### config.mk
export PLATFORM = sky130hd
export DESIGN_NAME = bars_sequencer
export DESIGN_NICKNAME = d
export VERILOG_FILES = /design/src/verilog/bars_pkg.sv /design/src/verilog/bars_sequencer.sv /design/src/verilog/bars_shot_mem.sv
export VERILOG_INCLUDE_DIRS = /design/src /design/src/verilog
export SDC_FILE = /design/constraint.sdc
export NUM_CORES = 1
export LEC_CHECK = 0
export BUFFER_PORTS_ARGS = -buffer_cell sky130_fd_sc_hd__buf_2
export CORE_MARGIN = 5
export CORE_UTILIZATION = 40
export DETAILED_ROUTE_END_ITERATION = 8
export GPL_ROUTABILITY_DRIVEN = 0
export PLACE_DENSITY = 0.54
export SETUP_SLACK_MARGIN = 0.3
export SYNTH_ARGS = -nofsm -noshare
export SYNTH_HDL_FRONTEND = slang
export SYNTH_SLANG_ARGS = --single-unit
export TNS_END_PERCENT = 30
### constraint.sdc
create_clock -name pclk -period 5.4 [get_ports pclk]
set_clock_uncertainty 0.05 [all_clocks]
set_input_delay 0 -clock pclk [delete_from_list [all_inputs] [get_ports pclk]]
set_output_delay 0 -clock pclk [all_outputs]
set_load 0.05 [all_outputs]
### src/verilog/bars_regs.svh
// How it works
// Up to four reclose shots run in turn, each with its own dead time, then lockout.
// After a manual close the reclaim time must run out before the ready state.
// A new trip during the reclaim time sends the sequencer straight to lockout.
// After an automatic close the reset time must run out with no new trip before ready.
// A trip during the reset time moves on to the next shot and starts its dead time.
// A trip during the reset time of the last permitted shot gives lockout instead.
// With permission required, close is driven only while the permission input is high.
// With permission required, the hold time bounds the wait; expiry gives lockout.
// The block input stops reclosing at once, in any state or shot.
// Releasing the block gives lockout, left only by a manual close.
// The permission option is not required or required, not required after reset.
// Every timer counts 10 ms ticks from zero up to 900 s; zero expires at once.
`ifndef BARS_REGS_SVH
`define BARS_REGS_SVH
`define BARS_OFF_CTRL 8'h00
`define BARS_OFF_DEAD0 8'h04
`define BARS_OFF_DEAD3 8'h10
`define BARS_OFF_RECLAIM 8'h14
`define BARS_OFF_HOLD 8'h18
`define BARS_OFF_RESET 8'h1C
`define BARS_OFF_STATUS 8'h20
`define BARS_CTRL_EN 0
`define BARS_CTRL_PERMIT_REQUIRED 1
`define BARS_CTRL_LIM_LO 4
`define BARS_CTRL_LIM_HI 6
`define BARS_RST_EN 1'b0
`define BARS_RST_PERMIT_REQUIRED 1'b0
`define BARS_RST_LIM 3'h1
`define BARS_MAX_SHOTS 3'h4
`define BARS_TIME_W 17
`define BARS_RST_TIME 17'h00000
`define BARS_CLK_NS 100
`define BARS_TICK_MS 10
`define BARS_TICK_CYCLES ((`BARS_TICK_MS * 1000000) / `BARS_CLK_NS)
`define BARS_MAX_S 900
`define BARS_MAX_TICKS ((`BARS_MAX_S * 1000) / `BARS_TICK_MS)
`endif

### src/verilog/bars_pkg.sv
package bars_pkg;
	typedef enum logic [3:0] {
		ST_LOCKOUT, ST_RECLAIM, ST_READY, ST_DEAD, ST_PERMIT, ST_CLOSING, ST_SETTLE, ST_BLOCKED
	} bars_state_t;
	typedef logic [16:0] bars_time_t;
	typedef struct packed {
		logic trip;
		logic closed;
		logic man_close;
		logic permit;
		logic block;
	} bars_pins_t;
	typedef struct packed {
		logic close_cmd;
		logic ready;
		logic lockout;
		logic busy;
		logic blocked;
	} bars_cmd_t;
endpackage : bars_pkg

### src/verilog/bars_sequencer.sv
`timescale 1ns/1ps
`default_nettype none
`include "bars_regs.svh"
module bars_sequencer #(
	parameter int TICK_CYCLES = `BARS_TICK_CYCLES
) (
	input wire logic pclk,
	input wire logic presetn,
	input wire logic psel,
	input wire logic penable,
	input wire logic pwrite,
	input wire logic [7:0] paddr,
	input wire logic [31:0] pwdata,
	output logic [31:0] prdata,
	output logic pready,
	output logic pslverr,
	input wire bars_pkg::bars_pins_t pins_in,
	output bars_pkg::bars_cmd_t cmd_out
);
	import bars_pkg::*;

	function automatic bars_time_t sat_time(input logic [31:0] v);
		sat_time = (v > `BARS_MAX_TICKS) ? bars_time_t'(`BARS_MAX_TICKS) : v[16:0];
	endfunction : sat_time

	function automatic logic [2:0] clamp_lim(input logic [2:0] v);
		clamp_lim = (v == 3'h0) ? 3'h1 : (v > `BARS_MAX_SHOTS) ? `BARS_MAX_SHOTS : v;
	endfunction : clamp_lim

	// Pin synchroniser, edge history taken from the second stage only
	bars_pins_t sync1_q, pin, prev_q;
	always_ff @(posedge pclk or negedge presetn) begin
		if (!presetn) begin
			sync1_q <= '0;
			pin <= '0;
			prev_q <= '0;
		end else begin
			sync1_q <= pins_in;
			pin <= sync1_q;
			prev_q <= pin;
		end
	end
	wire trip_rise = pin.trip & ~prev_q.trip;
	wire man_rise = pin.man_close & ~prev_q.man_close;

	// APB slave: one wait state so that read data leave a register
	logic ready_q, slverr_q, en_q, permit_required_q;
	logic [31:0] rdata_q;
	logic [2:0] lim_q;
	bars_time_t reclaim_q, hold_q, reset_q, dead_rd, bus_dead;
	wire [5:0] idx = paddr[7:2];
	wire in_dead = paddr >= `BARS_OFF_DEAD0 && paddr <= `BARS_OFF_DEAD3;
	wire mapped = paddr[1:0] == 2'h0 && paddr <= `BARS_OFF_STATUS;
	wire acc_first = psel & penable & ~ready_q;
	wire wr = psel & penable & ready_q & pwrite & mapped;
	wire [1:0] wslot = 2'(idx - 6'h01);

	bars_state_t state_q, state_d;
	logic [1:0] shot_q, shot_d;
	logic fresh_q;
	bars_time_t tmr_q, tmr_d, tmr_ld;
	logic [16:0] tick_q;
	bars_cmd_t cmd_d, cmd_q;

	wire [1:0] last_shot = 2'(lim_q - 3'h1);
	wire expired = ~fresh_q && tmr_q == '0;
	wire tick = tick_q == 17'(TICK_CYCLES - 1);
	wire [31:0] status_word = {20'h00000, pin, shot_q, 1'b0, state_q};
	wire [31:0] rmux = (paddr == `BARS_OFF_CTRL) ? {25'h0, lim_q, 2'h0, permit_required_q, en_q} :
		in_dead ? {15'h0, bus_dead} :
		(paddr == `BARS_OFF_RECLAIM) ? {15'h0, reclaim_q} :
		(paddr == `BARS_OFF_HOLD) ? {15'h0, hold_q} :
		(paddr == `BARS_OFF_RESET) ? {15'h0, reset_q} :
		(paddr == `BARS_OFF_STATUS) ? status_word : 32'h00000000;

	// Dead times per shot, one word each
	bars_shot_mem #(.W(`BARS_TIME_W), .DEPTH(4)) u_dead (
		.clk(pclk),
		.rst_n(presetn),
		.we(wr & in_dead),
		.waddr(wslot),
		.wdata(sat_time(pwdata)),
		.raddr_a(shot_d),
		.rdata_a(dead_rd),
		.raddr_b(2'(idx - 6'h01)),
		.rdata_b(bus_dead)
	);

	always_ff @(posedge pclk or negedge presetn) begin
		if (!presetn) begin
			ready_q <= 1'b0;
			slverr_q <= 1'b0;
			rdata_q <= 32'h00000000;
		end else begin
			ready_q <= acc_first;
			slverr_q <= acc_first & ~mapped;
			if (acc_first) begin
				rdata_q <= mapped ? rmux : 32'h00000000;
			end
		end
	end

	always_ff @(posedge pclk or negedge presetn) begin
		if (!presetn) begin
			en_q <= `BARS_RST_EN;
			permit_required_q <= `BARS_RST_PERMIT_REQUIRED;
			lim_q <= `BARS_RST_LIM;
			reclaim_q <= `BARS_RST_TIME;
			hold_q <= `BARS_RST_TIME;
			reset_q <= `BARS_RST_TIME;
		end else if (wr) begin
			if (paddr == `BARS_OFF_CTRL) begin
				en_q <= pwdata[`BARS_CTRL_EN];
				permit_required_q <= pwdata[`BARS_CTRL_PERMIT_REQUIRED];
				lim_q <= clamp_lim(pwdata[`BARS_CTRL_LIM_HI:`BARS_CTRL_LIM_LO]);
			end
			if (paddr == `BARS_OFF_RECLAIM) reclaim_q <= sat_time(pwdata);
			if (paddr == `BARS_OFF_HOLD) hold_q <= sat_time(pwdata);
			if (paddr == `BARS_OFF_RESET) reset_q <= sat_time(pwdata);
		end
	end

	// Next state; block outranks every other event except the enable being off
	always_comb begin
		state_d = state_q;
		shot_d = shot_q;
		if (!en_q) begin
			state_d = ST_LOCKOUT;
		end else if (pin.block) begin
			state_d = ST_BLOCKED;
		end else begin
			case (state_q)
				ST_BLOCKED: state_d = ST_LOCKOUT;
				ST_LOCKOUT: if (man_rise) state_d = ST_RECLAIM;
				ST_RECLAIM: begin
					if (trip_rise) state_d = ST_LOCKOUT;
					else if (expired) state_d = ST_READY;
				end
				ST_READY: begin
					if (trip_rise) begin
						shot_d = 2'h0;
						state_d = ST_DEAD;
					end
				end
				ST_DEAD: if (expired) state_d = permit_required_q ? ST_PERMIT : ST_CLOSING;
				ST_PERMIT: begin
					if (pin.permit) state_d = ST_CLOSING;
					else if (expired) state_d = ST_LOCKOUT;
				end
				ST_CLOSING: begin
					if (pin.closed) state_d = ST_SETTLE;
					else if (permit_required_q && !pin.permit) state_d = ST_PERMIT;
				end
				ST_SETTLE: begin
					if (trip_rise && shot_q == last_shot) begin
						state_d = ST_LOCKOUT;
					end else if (trip_rise) begin
						shot_d = shot_q + 2'h1;
						state_d = ST_DEAD;
					end else if (expired) begin
						shot_d = 2'h0;
						state_d = ST_READY;
					end
				end
				default: state_d = ST_LOCKOUT;
			endcase
		end
	end

	// Timer loads the cycle after entry, when the dead time of the new shot is out
	assign tmr_ld = (state_q == ST_DEAD) ? dead_rd :
		(state_q == ST_PERMIT) ? hold_q :
		(state_q == ST_SETTLE) ? reset_q :
		(state_q == ST_RECLAIM) ? reclaim_q : bars_time_t'(0);
	assign tmr_d = fresh_q ? tmr_ld : (tick && tmr_q != '0) ? tmr_q - 17'h1 : tmr_q;

	always_comb begin
		cmd_d.close_cmd = state_d == ST_CLOSING && (!permit_required_q || pin.permit);
		cmd_d.ready = state_d == ST_READY;
		cmd_d.lockout = state_d == ST_LOCKOUT;
		cmd_d.busy = state_d inside {ST_DEAD, ST_PERMIT, ST_CLOSING, ST_SETTLE};
		cmd_d.blocked = state_d == ST_BLOCKED;
	end

	always_ff @(posedge pclk or negedge presetn) begin
		if (!presetn) begin
			state_q <= ST_LOCKOUT;
			shot_q <= 2'h0;
			fresh_q <= 1'b0;
			tmr_q <= '0;
			tick_q <= '0;
			cmd_q <= '0;
		end else begin
			state_q <= state_d;
			shot_q <= shot_d;
			fresh_q <= state_d != state_q;
			tmr_q <= tmr_d;
			tick_q <= (fresh_q || tick) ? 17'h0 : tick_q + 17'h1;
			cmd_q <= cmd_d;
		end
	end

	assign cmd_out = cmd_q;
	assign prdata = rdata_q;
	assign pready = ready_q;
	assign pslverr = slverr_q;

	wire live = en_q & ~pin.block;
endmodule : bars_sequencer
`default_nettype wire

### src/verilog/bars_shot_mem.sv
`timescale 1ns/1ps
`default_nettype none
module bars_shot_mem #(
	parameter int W = 17,
	parameter int DEPTH = 4
) (
	input wire logic clk,
	input wire logic rst_n,
	input wire logic we,
	input wire logic [$clog2(DEPTH)-1:0] waddr,
	input wire logic [W-1:0] wdata,
	input wire logic [$clog2(DEPTH)-1:0] raddr_a,
	output logic [W-1:0] rdata_a,
	input wire logic [$clog2(DEPTH)-1:0] raddr_b,
	output logic [W-1:0] rdata_b
);
	localparam int AW = $clog2(DEPTH);
	logic [W-1:0] mem_q [DEPTH];

	for (genvar i = 0; i < DEPTH; i++) begin : g_word
		always_ff @(posedge clk or negedge rst_n) begin
			if (!rst_n) begin
				mem_q[i] <= '0;
			end else if (we && waddr == AW'(i)) begin
				mem_q[i] <= wdata;
			end
		end
	end

	always_ff @(posedge clk or negedge rst_n) begin
		if (!rst_n) begin
			rdata_a <= '0;
			rdata_b <= '0;
		end else begin
			rdata_a <= mem_q[raddr_a];
			rdata_b <= mem_q[raddr_b];
		end
	end
endmodule : bars_shot_mem
`default_nettype wire
==> metrics.md, run 1 <==
| Metric | Value |
|---|---|
| Ys async rst share | between 90% and 100% |
| Met3 wire len | around 2.4 mm |
| Routed wire per std cell | 22.0 µm |
| EDFF count, synth | 0 |
| Wire length on met1 | around 17 mm |
| Reg2reg path depth | 6 |
| Antenna Nets Post-Route | 0 |
| Count of input and output buffers | 73 |
| Core ar. | a little under 30000 µm² |
| Dpl hpwl | 26.4 mm |
| Initial Util | 40.3% |
| Gr ovfl total | 0 |
| Peak Freq | 0.293 GHz |
| # fillers | 2870 |
| Clock buffer depth | 3 |
| Antenna Cells | 0 |
| DR DRC count | 0 |
| Setup Viol. Count Final | 0 |
| H-tree depth | 1 |
| Non-Filler Instances | 1727 |
| # rows | between 60 and 70 |
| Total number of vias | 10100 |
| Fraction of layout cells with a size suffix above 1 | 14.2% |
| # clock sinks | 235 |
| Die height | roughly 180 µm |
| Static Leak | 5.86 nW |
| Worst-path fanout max | 20 |
| Outcome | complete, no violations |
| Post-synth top flop | dfrtp_1 |
| Syn. warnings | 0 |
| Final Hold Viols | 0 |
| Vias in the first global route | 9901 |
| Met2 routed WL | between 15 and 20 mm |
| CTS clock-pin slew for the worst setup and hold paths | around 60 ps |
| I/O Pins | between 80 and 90 |
| HP Class | in2async |
| CTS Buf Count | 27 |
| Placed cell count | 1652 |
| Maximum vdd ir drop | 244 µV |
| Placement-stage cell area | between 10000 and 15000 µm² |
| CTS root buffer | clkbuf_16 |
| Number of synthesized register bits | about 240 |
| Post-route design area | 13700 µm² |
| Syn_area_per_cell | roughly 9.5 µm² |
| Die area | 33300 µm² |
| Reg-to-reg critical path endpoint | u_dead.rdata_a[14]$_DFF_PN0_ |
| Worst slew pin tran | 1220 ps |
| Max Used Layer | met4 |
| Layout Utilization | between 40 and 50% |
| # nets final | approximately 1400 |
| Crit start category | register |
| Fin. max-slew vios | 0 |
| CP Capture Type | register |
| Final period util | 63.3% |
| Worst skew pair latency | 540 ps |
| Slew headroom | 18.6% |
| Reg-to-reg setup timing slack | 1980 ps |
| Area Growth Syn to Fin | 14.9% |
| Reg2reg start | state_q[1]$_DFF_PN0_ |
| Post-synthesis sequential area ratio | 49.4% |
| Mapped cell area | about 12000 µm² |
| PwrDens | just under 300 nW/µm² |
| Mapped Cells | approximately 1300 |
| Minimum clock period | 3420 ps |
| Arr. time, crit path | 3740 ps |
| RSZ-0062 raised after global routing | false |
| All-Layer GR Usage | 22.9% |
| Number of library cell types mapped by synthesis | 72 |
| Largest net degree at the start of global routing | roughly 140 |
| Max Cap Viol | 0 |
| Setup TNS Final | 0 ps |
| CP required | 5730 ps |
| First-pass GRT wire length | 60.2 mm |
| Vias per cell | approximately 5.8 |
| DR pass1 iterations | 6 |
| Initial DRC Count | 929 |
| CTS tree | built |
| Final WL | 38.1 mm |
| Die width | 183 µm |
| Kind of critical path | reg2reg |
| Initial antenna violation count | 0 |
-- flip-flops by register name, summed over array words and instances, names as in the netlist --
signal,flops
cmd_out,5
en_q,1
fresh_q,1
hold_q,17
lim_q,3
permit_required_q,1
pin,5
prdata,17
pready,1
prev_q,2
pslverr,1
reclaim_q,17
reset_q,17
shot_q,2
state_q,4
sync1_q,5
tick_q,17
tmr_q,17
u_dead.mem_q,68
u_dead.rdata_a,17
u_dead.rdata_b,17
-- area by class of cell --
type                            instances  area, µm²  area share (%)
Inverter                               24       90.1           0.658
Multi-Input combinational cell        910       5550            40.5
Timing Repair Buffer                  121        818            5.98
Tap cell                              390        488            3.56
Clock buffer                           42        812            5.93
Sequential cell                       235       5880            43.0
Clock inverter                          5       52.6           0.384
-- critical path, stage by stage, from the launching register on --
cell and delay [ps]:
dfrtp_1 740, and4bb_2 650, nand2_1 120, buf_4 240, o21ai_2 790, a31oi_1 170, a22oi_1 450
-- worst max path at each step --
| stage | startpoint | end | slack (ps) | depth (start not counted) |
|---|---|---|---|---|
| 3_3_place_gp | paddr[2] | u_dead.mem_q[12]$_DFFE_PN0P_ | 1720 | 8 |
| 4_1_cts | tmr_q[7]$_DFFE_PN0P_ | u_dead.rdata_a[4]$_DFF_PN0_ | 2040 | 6 |
| 6_report | state_q[1]$_DFF_PN0_ | u_dead.rdata_a[14]$_DFF_PN0_ | 1980 | 6 |
| 3_5_place_dp | paddr[2] | u_dead.mem_q[4]$_DFFE_PN0P_ | 1590 | 8 |
| 2_1_floorplan | paddr[2] | prdata[4]$_DFFE_PN0P_ | 2620 | 11 |
| 5_1_grt | paddr[2] | u_dead.mem_q[12]$_DFFE_PN0P_ | 1710 | 8 |
-- power breakdown --
part	switching, W	total [W]	leakage, nW	internal, W
clock network	0.000716	0.00179	0.425	0.00107
registers	0.0000462	0.00184	3.21	0.00179
logic	0.000289	0.000431	2.23	0.000143
total	0.00105	0.00405	5.86	0.00300
-- metrics by stage --
stage | hold WS [ps] | setup slack, ps | power, W
after floorplan | -346 | 2620 | 0.00213
after global placement | 21.7 | 1720 | 0.00228
after detailed placement | 31.1 | 1590 | 0.00229
after CTS | 35.4 | 2040 | 0.00410
after global routing | 42.2 | 1710 | 0.00422
final | 26.3 | 1980 | 0.00405
-- cell families (layout without fill, tap and decap cells) --
kind of cell / Yosys count / count (layout) / synth area share, %
xor gates and xnor gates: 15 / 15 / 1.10
other: 1 / 16 / 0.0315
DFF: 235 / 235 / 49.4
buffers and inverters: 130 / 192 / 4.81
muxes: 33 / 33 / 4.64
adders and majority gates: 8 / 8 / 0.840
AOI/OAI and AO/OA: 411 / 411 / 22.1
and+or+nand+nor: 427 / 427 / 17.1
-- cells in the mapped netlist, types with 3 or more instances --
cell	instances	area (µm²)
dfrtp_1	234	5860
o21ai_0	195	976
nand2_1	192	721
clkbuf_1	74	278
nor2_1	69	259
a21oi_1	34	170
nor3_1	30	150
a22oi_1	29	218
a221oi_1	26	228
inv_1	24	90.1
a31oi_1	23	144
a311oi_1	18	158
nand3_1	18	90.1
nor2b_1	18	113
mux4_2	17	383
nand4_1	16	100
buf_4	15	113
o31ai_1	15	113
a221o_1	14	140
a22o_1	10	87.6
and3_1	10	62.6
buf_2	10	50.1
xor2_1	10	87.6
nor4_1	9	56.3
and2_1	8	50.1
ha_1	8	100
mux2_2	8	90.1
mux2i_1	8	80.1
nor3b_1	8	60.1
or2_2	8	50.1
nand2b_1	7	43.8
nand3b_1	7	52.6
o221a_2	7	78.8
or3_1	6	37.5
a211oi_1	5	37.5
o22ai_1	5	31.3
xnor2_1	5	43.8
a2111oi_0	4	35.0
and4_1	4	35.0
buf_1	4	15.0
a21boi_0	3	22.5
nand4b_1	3	26.3
o21ai_1	3	15.0
or4_1	3	22.5
-- placed cells by master, fill, tap and decap left out, types with 19 or more instances in the layout --
cell type,Yosys,routed
nor3_1,30,28
nand2_1,192,192
o21ai_0,195,195
nor2_1,69,69
a221oi_1,26,26
dfrtp_1,234,234
inv_1,24,24
a21oi_1,34,34
buf_4,15,19
buf_2,10,72
dlygate4sd3_1,0,28
a31oi_1,23,23
a22oi_1,29,29
clkbuf_16,0,27
-- timing repair --
action                    CTS  global route
buffers inserted            0             0
resized for setup           0             0
hold buffers               28             0
hold endpoints to repair  204             0
-- routing by layer --
layer / global-route usage, % / vias up
met4: 5.85 / 0
met2: 36.3 / 297
li1: - / 4709
met1: 32.7 / 4988
met3: 3.99 / 67
met5: 0 / -
Power figures use the tool's default switching activity.
==> run 2, diff against run 1 <==
ABC_AREA = 1   (was default)
clock period = 3.24 ns   (was 5.4 ns; I/O delays follow)
==> run 2 against run 1 <==
  * Power rose by 98%
  * Non-clock buffer count increased by 9
  * Sequential power grew 81%
  * Sequential cell count unchanged
  * Die area grew 4.1%
  * Clock-buffer cell count fell by 1
  * Clock power grew 85%
==> metrics.md, run 2 <==
| Metric | Value |
|---|---|
| PwrDens | 557 nW/µm² (+88%) |
| Final WL | 39.5 mm (+3.7%) |
| Initial DRC Count | 1076 (+16%) |
| Dpl hpwl | 26.9 mm (+1.8%) |
| Syn_area_per_cell | 7.43 µm² (-21%) |
| Area Growth Syn to Fin | 15.6% |
| Antenna Cells | 0 (unchanged) |
| Die height | 186 µm (+2.1%) |
| Switching power | 0.00241 W (+130%) |
| Initial Util | 40.5% (+0.25 points) |
| Worst slew pin tran | 910 ps (-307 ps) |
| HP Class | in2reg |
| Non-Filler Instances | 2183 (+26%) |
| CTS clock-pin slew for the worst setup and hold paths | 60 ps (about the same) |
| DR DRC count | 0 (unchanged) |
| DR pass1 iterations | 5 (-1) |
| Comb power frac | 17.1% (+6.5 points) |
| All-Layer GR Usage | 22.2% (-0.73 points) |
| Share of the synthesized area in the top cell type | 47.1% (-2.1 points) |
| Die area | 34700 µm² (+4.1%) |
| Final period util | 84.9% |
| Post-synthesis sequential area ratio | 47.3% (-2.1 points) |
| Mapped Cells | 1673 (+33%) |
| Initial antenna violation count | 0 (unchanged) |
| # clock sinks | 235 (unchanged) |
| First-pass GRT wire length | 62.5 mm (+3.9%) |
| Count of input and output buffers | 73 (unchanged) |
| Highest-count cells in the layout ignoring fill and taps | nand2_1, dfrtp_1, inv_1, nand3_1, o21ai_0 |
| Ys async rst share | 100% (unchanged) |
| CP Capture Type | register |
| # rows | 64 (+1.6%) |
| Fin. max-slew vios | 0 (unchanged) |
| Setup Viol. Count Final | 0 (unchanged) |
| Core ar. | 30700 µm² (+3.8%) |
| Fraction of layout cells with a size suffix above 1 | 10.9% (-3.3 points) |
| # fillers | 3086 (+7.5%) |
| Placed cell count | 2100 (+27%) |
| Post-synth top flop | dfrtp_1 |
| Static Leak | 7.39 nW (+26%) |
| Top area cells in the synthesized netlist | dfrtp_1, nand2_1, inv_1 |
| Cells resized by post-CTS repair | 0 (unchanged) |
| Total number of vias | 11300 (+13%) |
| I/O Pins | 89 (unchanged) |
| Dpl ws | 569 ps (-1020 ps) |
| Worst-path fanout max | 20 (unchanged) |
| # nets final | 1825 (+33%) |
| CP required | 3620 ps (-2110 ps) |
| Antenna Nets Post-Route | 0 (unchanged) |
| Largest net degree at the start of global routing | 67 (-53%) |
| CTS Buf Count | 28 (+3.7%) |
| Clock buffer depth | 3 (unchanged) |
| Die width | 186 µm (+2.1%) |
| Number of synthesized register bits | 235 (unchanged) |
| Switching share of power | 30.1% (+4.2 points) |
| Outcome | complete, no violations |
| Number of library cell types mapped by synthesis | 47 (-35%) |
| Area leader, netlist | dfrtp_1 |
| CTS tree | built |
| Vias per cell | 5.19 (-11%) |
| Commonest cells in the netlist | nand2_1, dfrtp_1, inv_1, nand3_1, o21ai_0 |
| CTS root buffer | clkbuf_16 |
| Arr. time, crit path | 3130 ps (-610 ps) |
| EDFF count, synth | 0 (unchanged) |
| H-tree depth | 1 (unchanged) |
| Clock power frac | 41.4% (-2.6 points) |
| Minimum clock period | 2750 ps |
| Routed wire per std cell | 18.1 µm (-18%) |
| Mapped cell area | 12400 µm² (+4.4%) |
| Internal power | 0.00560 W (+86%) |
| Largest reg by FF count | u_dead.mem_q |
| Kind of critical path | in2reg |
| Final Hold Viols | 0 (unchanged) |
| Maximum vdd ir drop | 393 µV (+61%) |
| Crit start category | input pin |
| Slew headroom | 39.3% (+21 points) |
| Setup TNS Final | 0 ps (unchanged) |
| Max reg flops | 68 (unchanged) |
| Vias in the first global route | 10900 (+10%) |
| Power share of the sequential group | 41.6% (-3.7 points) |
| Peak Freq | 0.364 GHz |
| Worst skew pair latency | 550 ps (about the same) |
| PnR worst setup slack | 491 ps (-1490 ps) |
| Top-count cell post-synth | nand2_1 |
| Gr ovfl total | 0 (unchanged) |
| Syn. warnings | 0 (unchanged) |
| Most common cell after layout, fill and taps aside | nand2_1 |
| RSZ-0062 raised after global routing | false |
| Max Cap Viol | 0 (unchanged) |
## run 2: final cells by class
type	count	area (µm²)	share of cell area (%)
sequential	235	5880	40.9
clock buffer	41	851	5.92
clock inverter	9	123	0.853
tap	396	495	3.45
multi-input combinational	1176	5360	37.3
inverter	196	736	5.12
timing repair buffer	130	921	6.41
## run 2: worst max-delay path, stage by stage
cell and delay (ps):
dlygate4sd3_1 540, buf_2 290, clkinv_1 150, ha_1 150, inv_1 60, nor2_4 140, nand2_1 110, o21ai_2 100
inv_2 70, nor2_4 120, inv_2 120, nor2_2 710, inv_2 340, nand2_1 150, nand2_1 70
## run 2: metal layers
layer | GRT usage (%) | vias up | share of wire [%] | wire length [µm]
met5 | 0 | - | 0 | 0
met4 | 6.32 | 0 | 2.9 | 1150
met3 | 2.77 | 66 | 4.9 | 1920
met2 | 35.4 | 300 | 46 | 18200
met1 | 31.8 | 5489 | 46 | 18200
li1 | - | 5473 | - | -
## run 2: kinds of logic after synthesis
| kind of cell | Yosys count | share of synthesized area, % |
|---|---|---|
| muxes | 4 | 0.322 |
| buffers and inverters | 277 | 10.0 |
| other | 1 | 0.0302 |
| AOI/OAI and AO/OA | 242 | 10.8 |
| xor gates and xnor gates | 7 | 0.493 |
| DFF | 235 | 47.3 |
| and+or+nand+nor | 899 | 30.2 |
| adders and majority gates | 8 | 0.805 |
## run 2: final timing paths
path	from	end	slack [ps]	depth (start not counted)
setup / recovery	paddr[2]	hold_q[12]$_DFFE_PN0P_	490	15
hold / removal	pwdata[15]	u_dead.mem_q[15]$_DFFE_PN0P_	40	4
setup reg to reg	tmr_q[0]$_DFFE_PN0P_	u_dead.rdata_a[1]$_DFF_PN0_	610	16
hold reg to reg	sync1_q[4]$_DFF_PN0_	pin[4]$_DFF_PN0_	300	0
max in group asynchronous	presetn	u_dead.mem_q[36]$_DFFE_PN0P_	1870	4
min in group asynchronous	presetn	prdata[1]$_DFFE_PN0P_	470	3
## run 2: power groups by stage
stage	Combinational (W)	Clock, W	Sequential, W
2_1_floorplan	0.000981	0	0.00328
5_1_grt	0.00156	0.00349	0.00335
4_1_cts	0.00138	0.00337	0.00332
6_report	0.00137	0.00331	0.00333
3_5_place_dp	0.00134	0	0.00337
3_3_place_gp	0.00132	0	0.00337
## run 2: through the flow
step           hold slack, ps  power, W  area, µm²  utilization, %
2_1_floorplan            -346   0.00426      12500               -
3_3_place_gp            -28.9   0.00469      13100            42.6
3_5_place_dp            -25.5   0.00471      13100            42.6
4_1_cts                  11.0   0.00807      14400            46.9
5_1_grt                  40.2   0.00839      14400            46.9
6_report                 36.8   0.00801      14400            46.9
## run 2: what timing repair did
item | 4_1_cts | 5_1_grt
setup buffers | 0 | 0
hold buffers | 33 | 0
endpoints found under the hold margin | 320 | 0
==> run 3, diff against run 2 <==
ABC_AREA = 0   (was 1)
clock period = 2.6 ns   (was 3.24 ns; I/O delays follow)
==> run 3 against run 2 <==
  * The run now ends with hold timing left
  * Die area is 4.0% lower
  * Cell count shrank 18%
  * Worst setup slack got worse by 370 ps
  * Combinational power fell by 23%
  * Sequential share of layout area decreased by 0.075 points
  * Power increased by 8.8%
  * Worst hold slack worse by 65 ps
  * Sequential cell count unchanged
  * Register-to-register slack lost 490 ps
  * Routed wire length decreased by 1.8%
  * Largest cell class unchanged
==> metrics.md, run 3 (synthesized netlist as in run 1, its figures left out) <==
| Metric | Value |
|---|---|
| Outcome | complete, but fails checks |
| Failing checks | hold timing |
| Die height | 183 µm (-2.0%) |
| Fin. max-slew vios | 0 (unchanged) |
| Max Cap Viol | 0 (unchanged) |
| Dpl hpwl | 27.4 mm (+2.0%) |
| Arr. time, crit path | 2840 ps (-290 ps) |
| Fraction of layout cells with a size suffix above 1 | 18.7% (+7.8 points) |
| HP Class | in2async |
| Routed wire per std cell | 21.6 µm (+20%) |
| Core ar. | 29600 µm² (-3.6%) |
| Count of input and output buffers | 73 (unchanged) |
| Crit start category | register |
| Die width | 183 µm (-2.0%) |
| Most common cell after layout, fill and taps aside | dfrtp_1 |
| Setup Viol. Count Final | 0 (unchanged) |
| CP required | 2960 ps (-660 ps) |
| Final Hold Viols | 10 (+10) |
| Max reg flops | 68 (unchanged) |
| Maximum vdd ir drop | 442 µV (+12%) |
| CTS tree | built |
| CTS clock-pin slew for the worst setup and hold paths | 60 ps (about the same) |
| DR pass1 iterations | 5 (unchanged) |
| Antenna Cells | 0 (unchanged) |
| Antenna Nets Post-Route | 0 (unchanged) |
| All-Layer GR Usage | 23.1% (+0.96 points) |
| CTS Buf Count | 27 (-3.6%) |
| Non-Filler Instances | 1793 (-18%) |
| Gr ovfl total | 0 (unchanged) |
| Clock power frac | 44.5% (+3.1 points) |
| Worst skew pair latency | 550 ps (about the same) |
| PwrDens | 606 nW/µm² (+8.6%) |
| Total number of vias | 10300 (-8.8%) |
| # clock sinks | 235 (unchanged) |
| Static Leak | 6.26 nW (-15%) |
| I/O Pins | 89 (unchanged) |
| Multi-input gate area | 5610 µm² (+4.6%) |
| # rows | 63 (-1.6%) |
| Largest net degree at the start of global routing | 81 (+21%) |
| Area Growth Syn to Fin | 20.8% |
| Comb power frac | 12.2% (-4.9 points) |
| Initial antenna violation count | 0 (unchanged) |
| Vias per cell | 5.76 (+11%) |
| Slew headroom | 23.4% (-16 points) |
| Vias in the first global route | 10200 (-6.7%) |
| Initial Util | 40.3% (-0.25 points) |
| Layout Utilization | 48.7% (+1.8 points) |
| Clock buffer depth | 3 (unchanged) |
| Kind of critical path | reg2reg |
| RSZ-0062 raised after global routing | true |
| Seq. cell area | 5880 µm² (unchanged) |
| Setup TNS Final | 0 ps (unchanged) |
| CTS root buffer | clkbuf_16 |
| Power share of the sequential group | 43.4% (+1.8 points) |
| Highest-count cells in the layout ignoring fill and taps | dfrtp_1, o21ai_0, nand2_1, buf_2, nor2_1 |
| Final period util | 95.4% |
| Worst slew pin tran | 1140 ps (+230 ps) |
| Switching power | 0.00230 W (-4.5%) |
| CP Capture Type | register |
| Final WL | 38.7 mm (-1.8%) |
| # fillers | 2811 (-8.9%) |
| Internal power | 0.00642 W (+15%) |
| Worst-path fanout max | 35 (+75%) |
| Peak Freq | approximately 0.4 GHz |
| Largest reg by FF count | u_dead.mem_q |
| DR DRC count | 0 (unchanged) |
| Postcts setup bufs | 0 (unchanged) |
| Die area | 33300 µm² (-4.0%) |
| # nets final | 1440 (-21%) |
| H-tree depth | 1 (unchanged) |
| Minimum clock period | 2480 ps |
| First-pass GRT wire length | 61.2 mm (-2.2%) |
| Smallest hold slack | -28.0 ps (-64.8 ps) |
| Placed cell count | 1710 (-19%) |
| Initial DRC Count | 890 (-17%) |
| Switching share of power | 26.4% (-3.7 points) |
-- run 3: changes by cell type in the layout (fill, tap and decap cells not counted), moves of 24 or more --
cell and change:
a221oi_1 +24, buf_4 +46, inv_1 -147, nand2_1 -434
nor2_1 -25, nand3_1 -92, a22oi_1 +29, o21ai_0 +97
a21oi_1 -52
-- run 3: power by group through the flow --
stage	clock network (W)	registers [W]	logic [W]
floorplan	0	0.00387	0.000556
global placement	0	0.00385	0.000983
detailed placement	0	0.00385	0.000991
CTS	0.00394	0.00378	0.00104
global route	0.00410	0.00379	0.00116
finish	0.00388	0.00378	0.00106
-- run 3: final cells by class --
cell class                 instances  area share [%]
sequential                       235            40.9
multi-input combinational        910            39.0
timing repair buffer             184            9.88
clock buffer                      40            5.52
tap                              390            3.39
clock inverter                    10           0.747
inverter                          24           0.626
-- run 3: critical path, stage by stage (launching register included) --
cell     delay, ps
dfrtp_1        380
or4_4          570
or4_4          500
o31ai_2        280
o21ai_2        100
buf_12         170
a31oi_1        170
a22oi_1        100
-- run 3: worst paths after layout --
kind | endpoint | cells after the start | slack (ps) | from
setup / recovery | u_dead.rdata_a[2]$_DFF_PN0_ | 7 | 120 | tmr_q[7]$_DFFE_PN0P_
hold / removal | reclaim_q[14]$_DFFE_PN0P_ | 2 | -30 | presetn
setup reg to reg | u_dead.rdata_a[2]$_DFF_PN0_ | 7 | 120 | tmr_q[7]$_DFFE_PN0P_
hold reg to reg | pin[3]$_DFF_PN0_ | 0 | 290 | sync1_q[3]$_DFF_PN0_
max in group asynchronous | u_dead.mem_q[50]$_DFFE_PN0P_ | 3 | 1630 | presetn
min in group pclk | reset_q[16]$_DFFE_PN0P_ | 5 | 10 | pwdata[25]
-- run 3: metal layers --
metal | GRT usage, % | share of wire, % | up-vias
li1 | - | - | 4853
met1 | 32.7 | 44 | 5048
met2 | 37.0 | 47 | 360
met3 | 4.50 | 6.5 | 65
met4 | 5.13 | 2.4 | 0
met5 | 0 | 0 | -
-- run 3: through the flow --
step	area, µm²	setup slack (ps)	hold WS, ps	power, W
finish	14400	119	-28.0	0.00872
global route	14400	7.95	51.5	0.00905
CTS	14300	157	5.33	0.00876
detailed placement	13100	105	-18.0	0.00484
global placement	13100	162	-9.65	0.00483
floorplan	12000	139	-346	0.00443
-- run 3: what timing repair did --
action	4_1_cts	5_1_grt
pin swaps	1	5
hold endpoints to repair	354	0
setup endpoints to repair	32	73
resized for setup	7	11
gates cloned	0	1
hold buffers	32	0
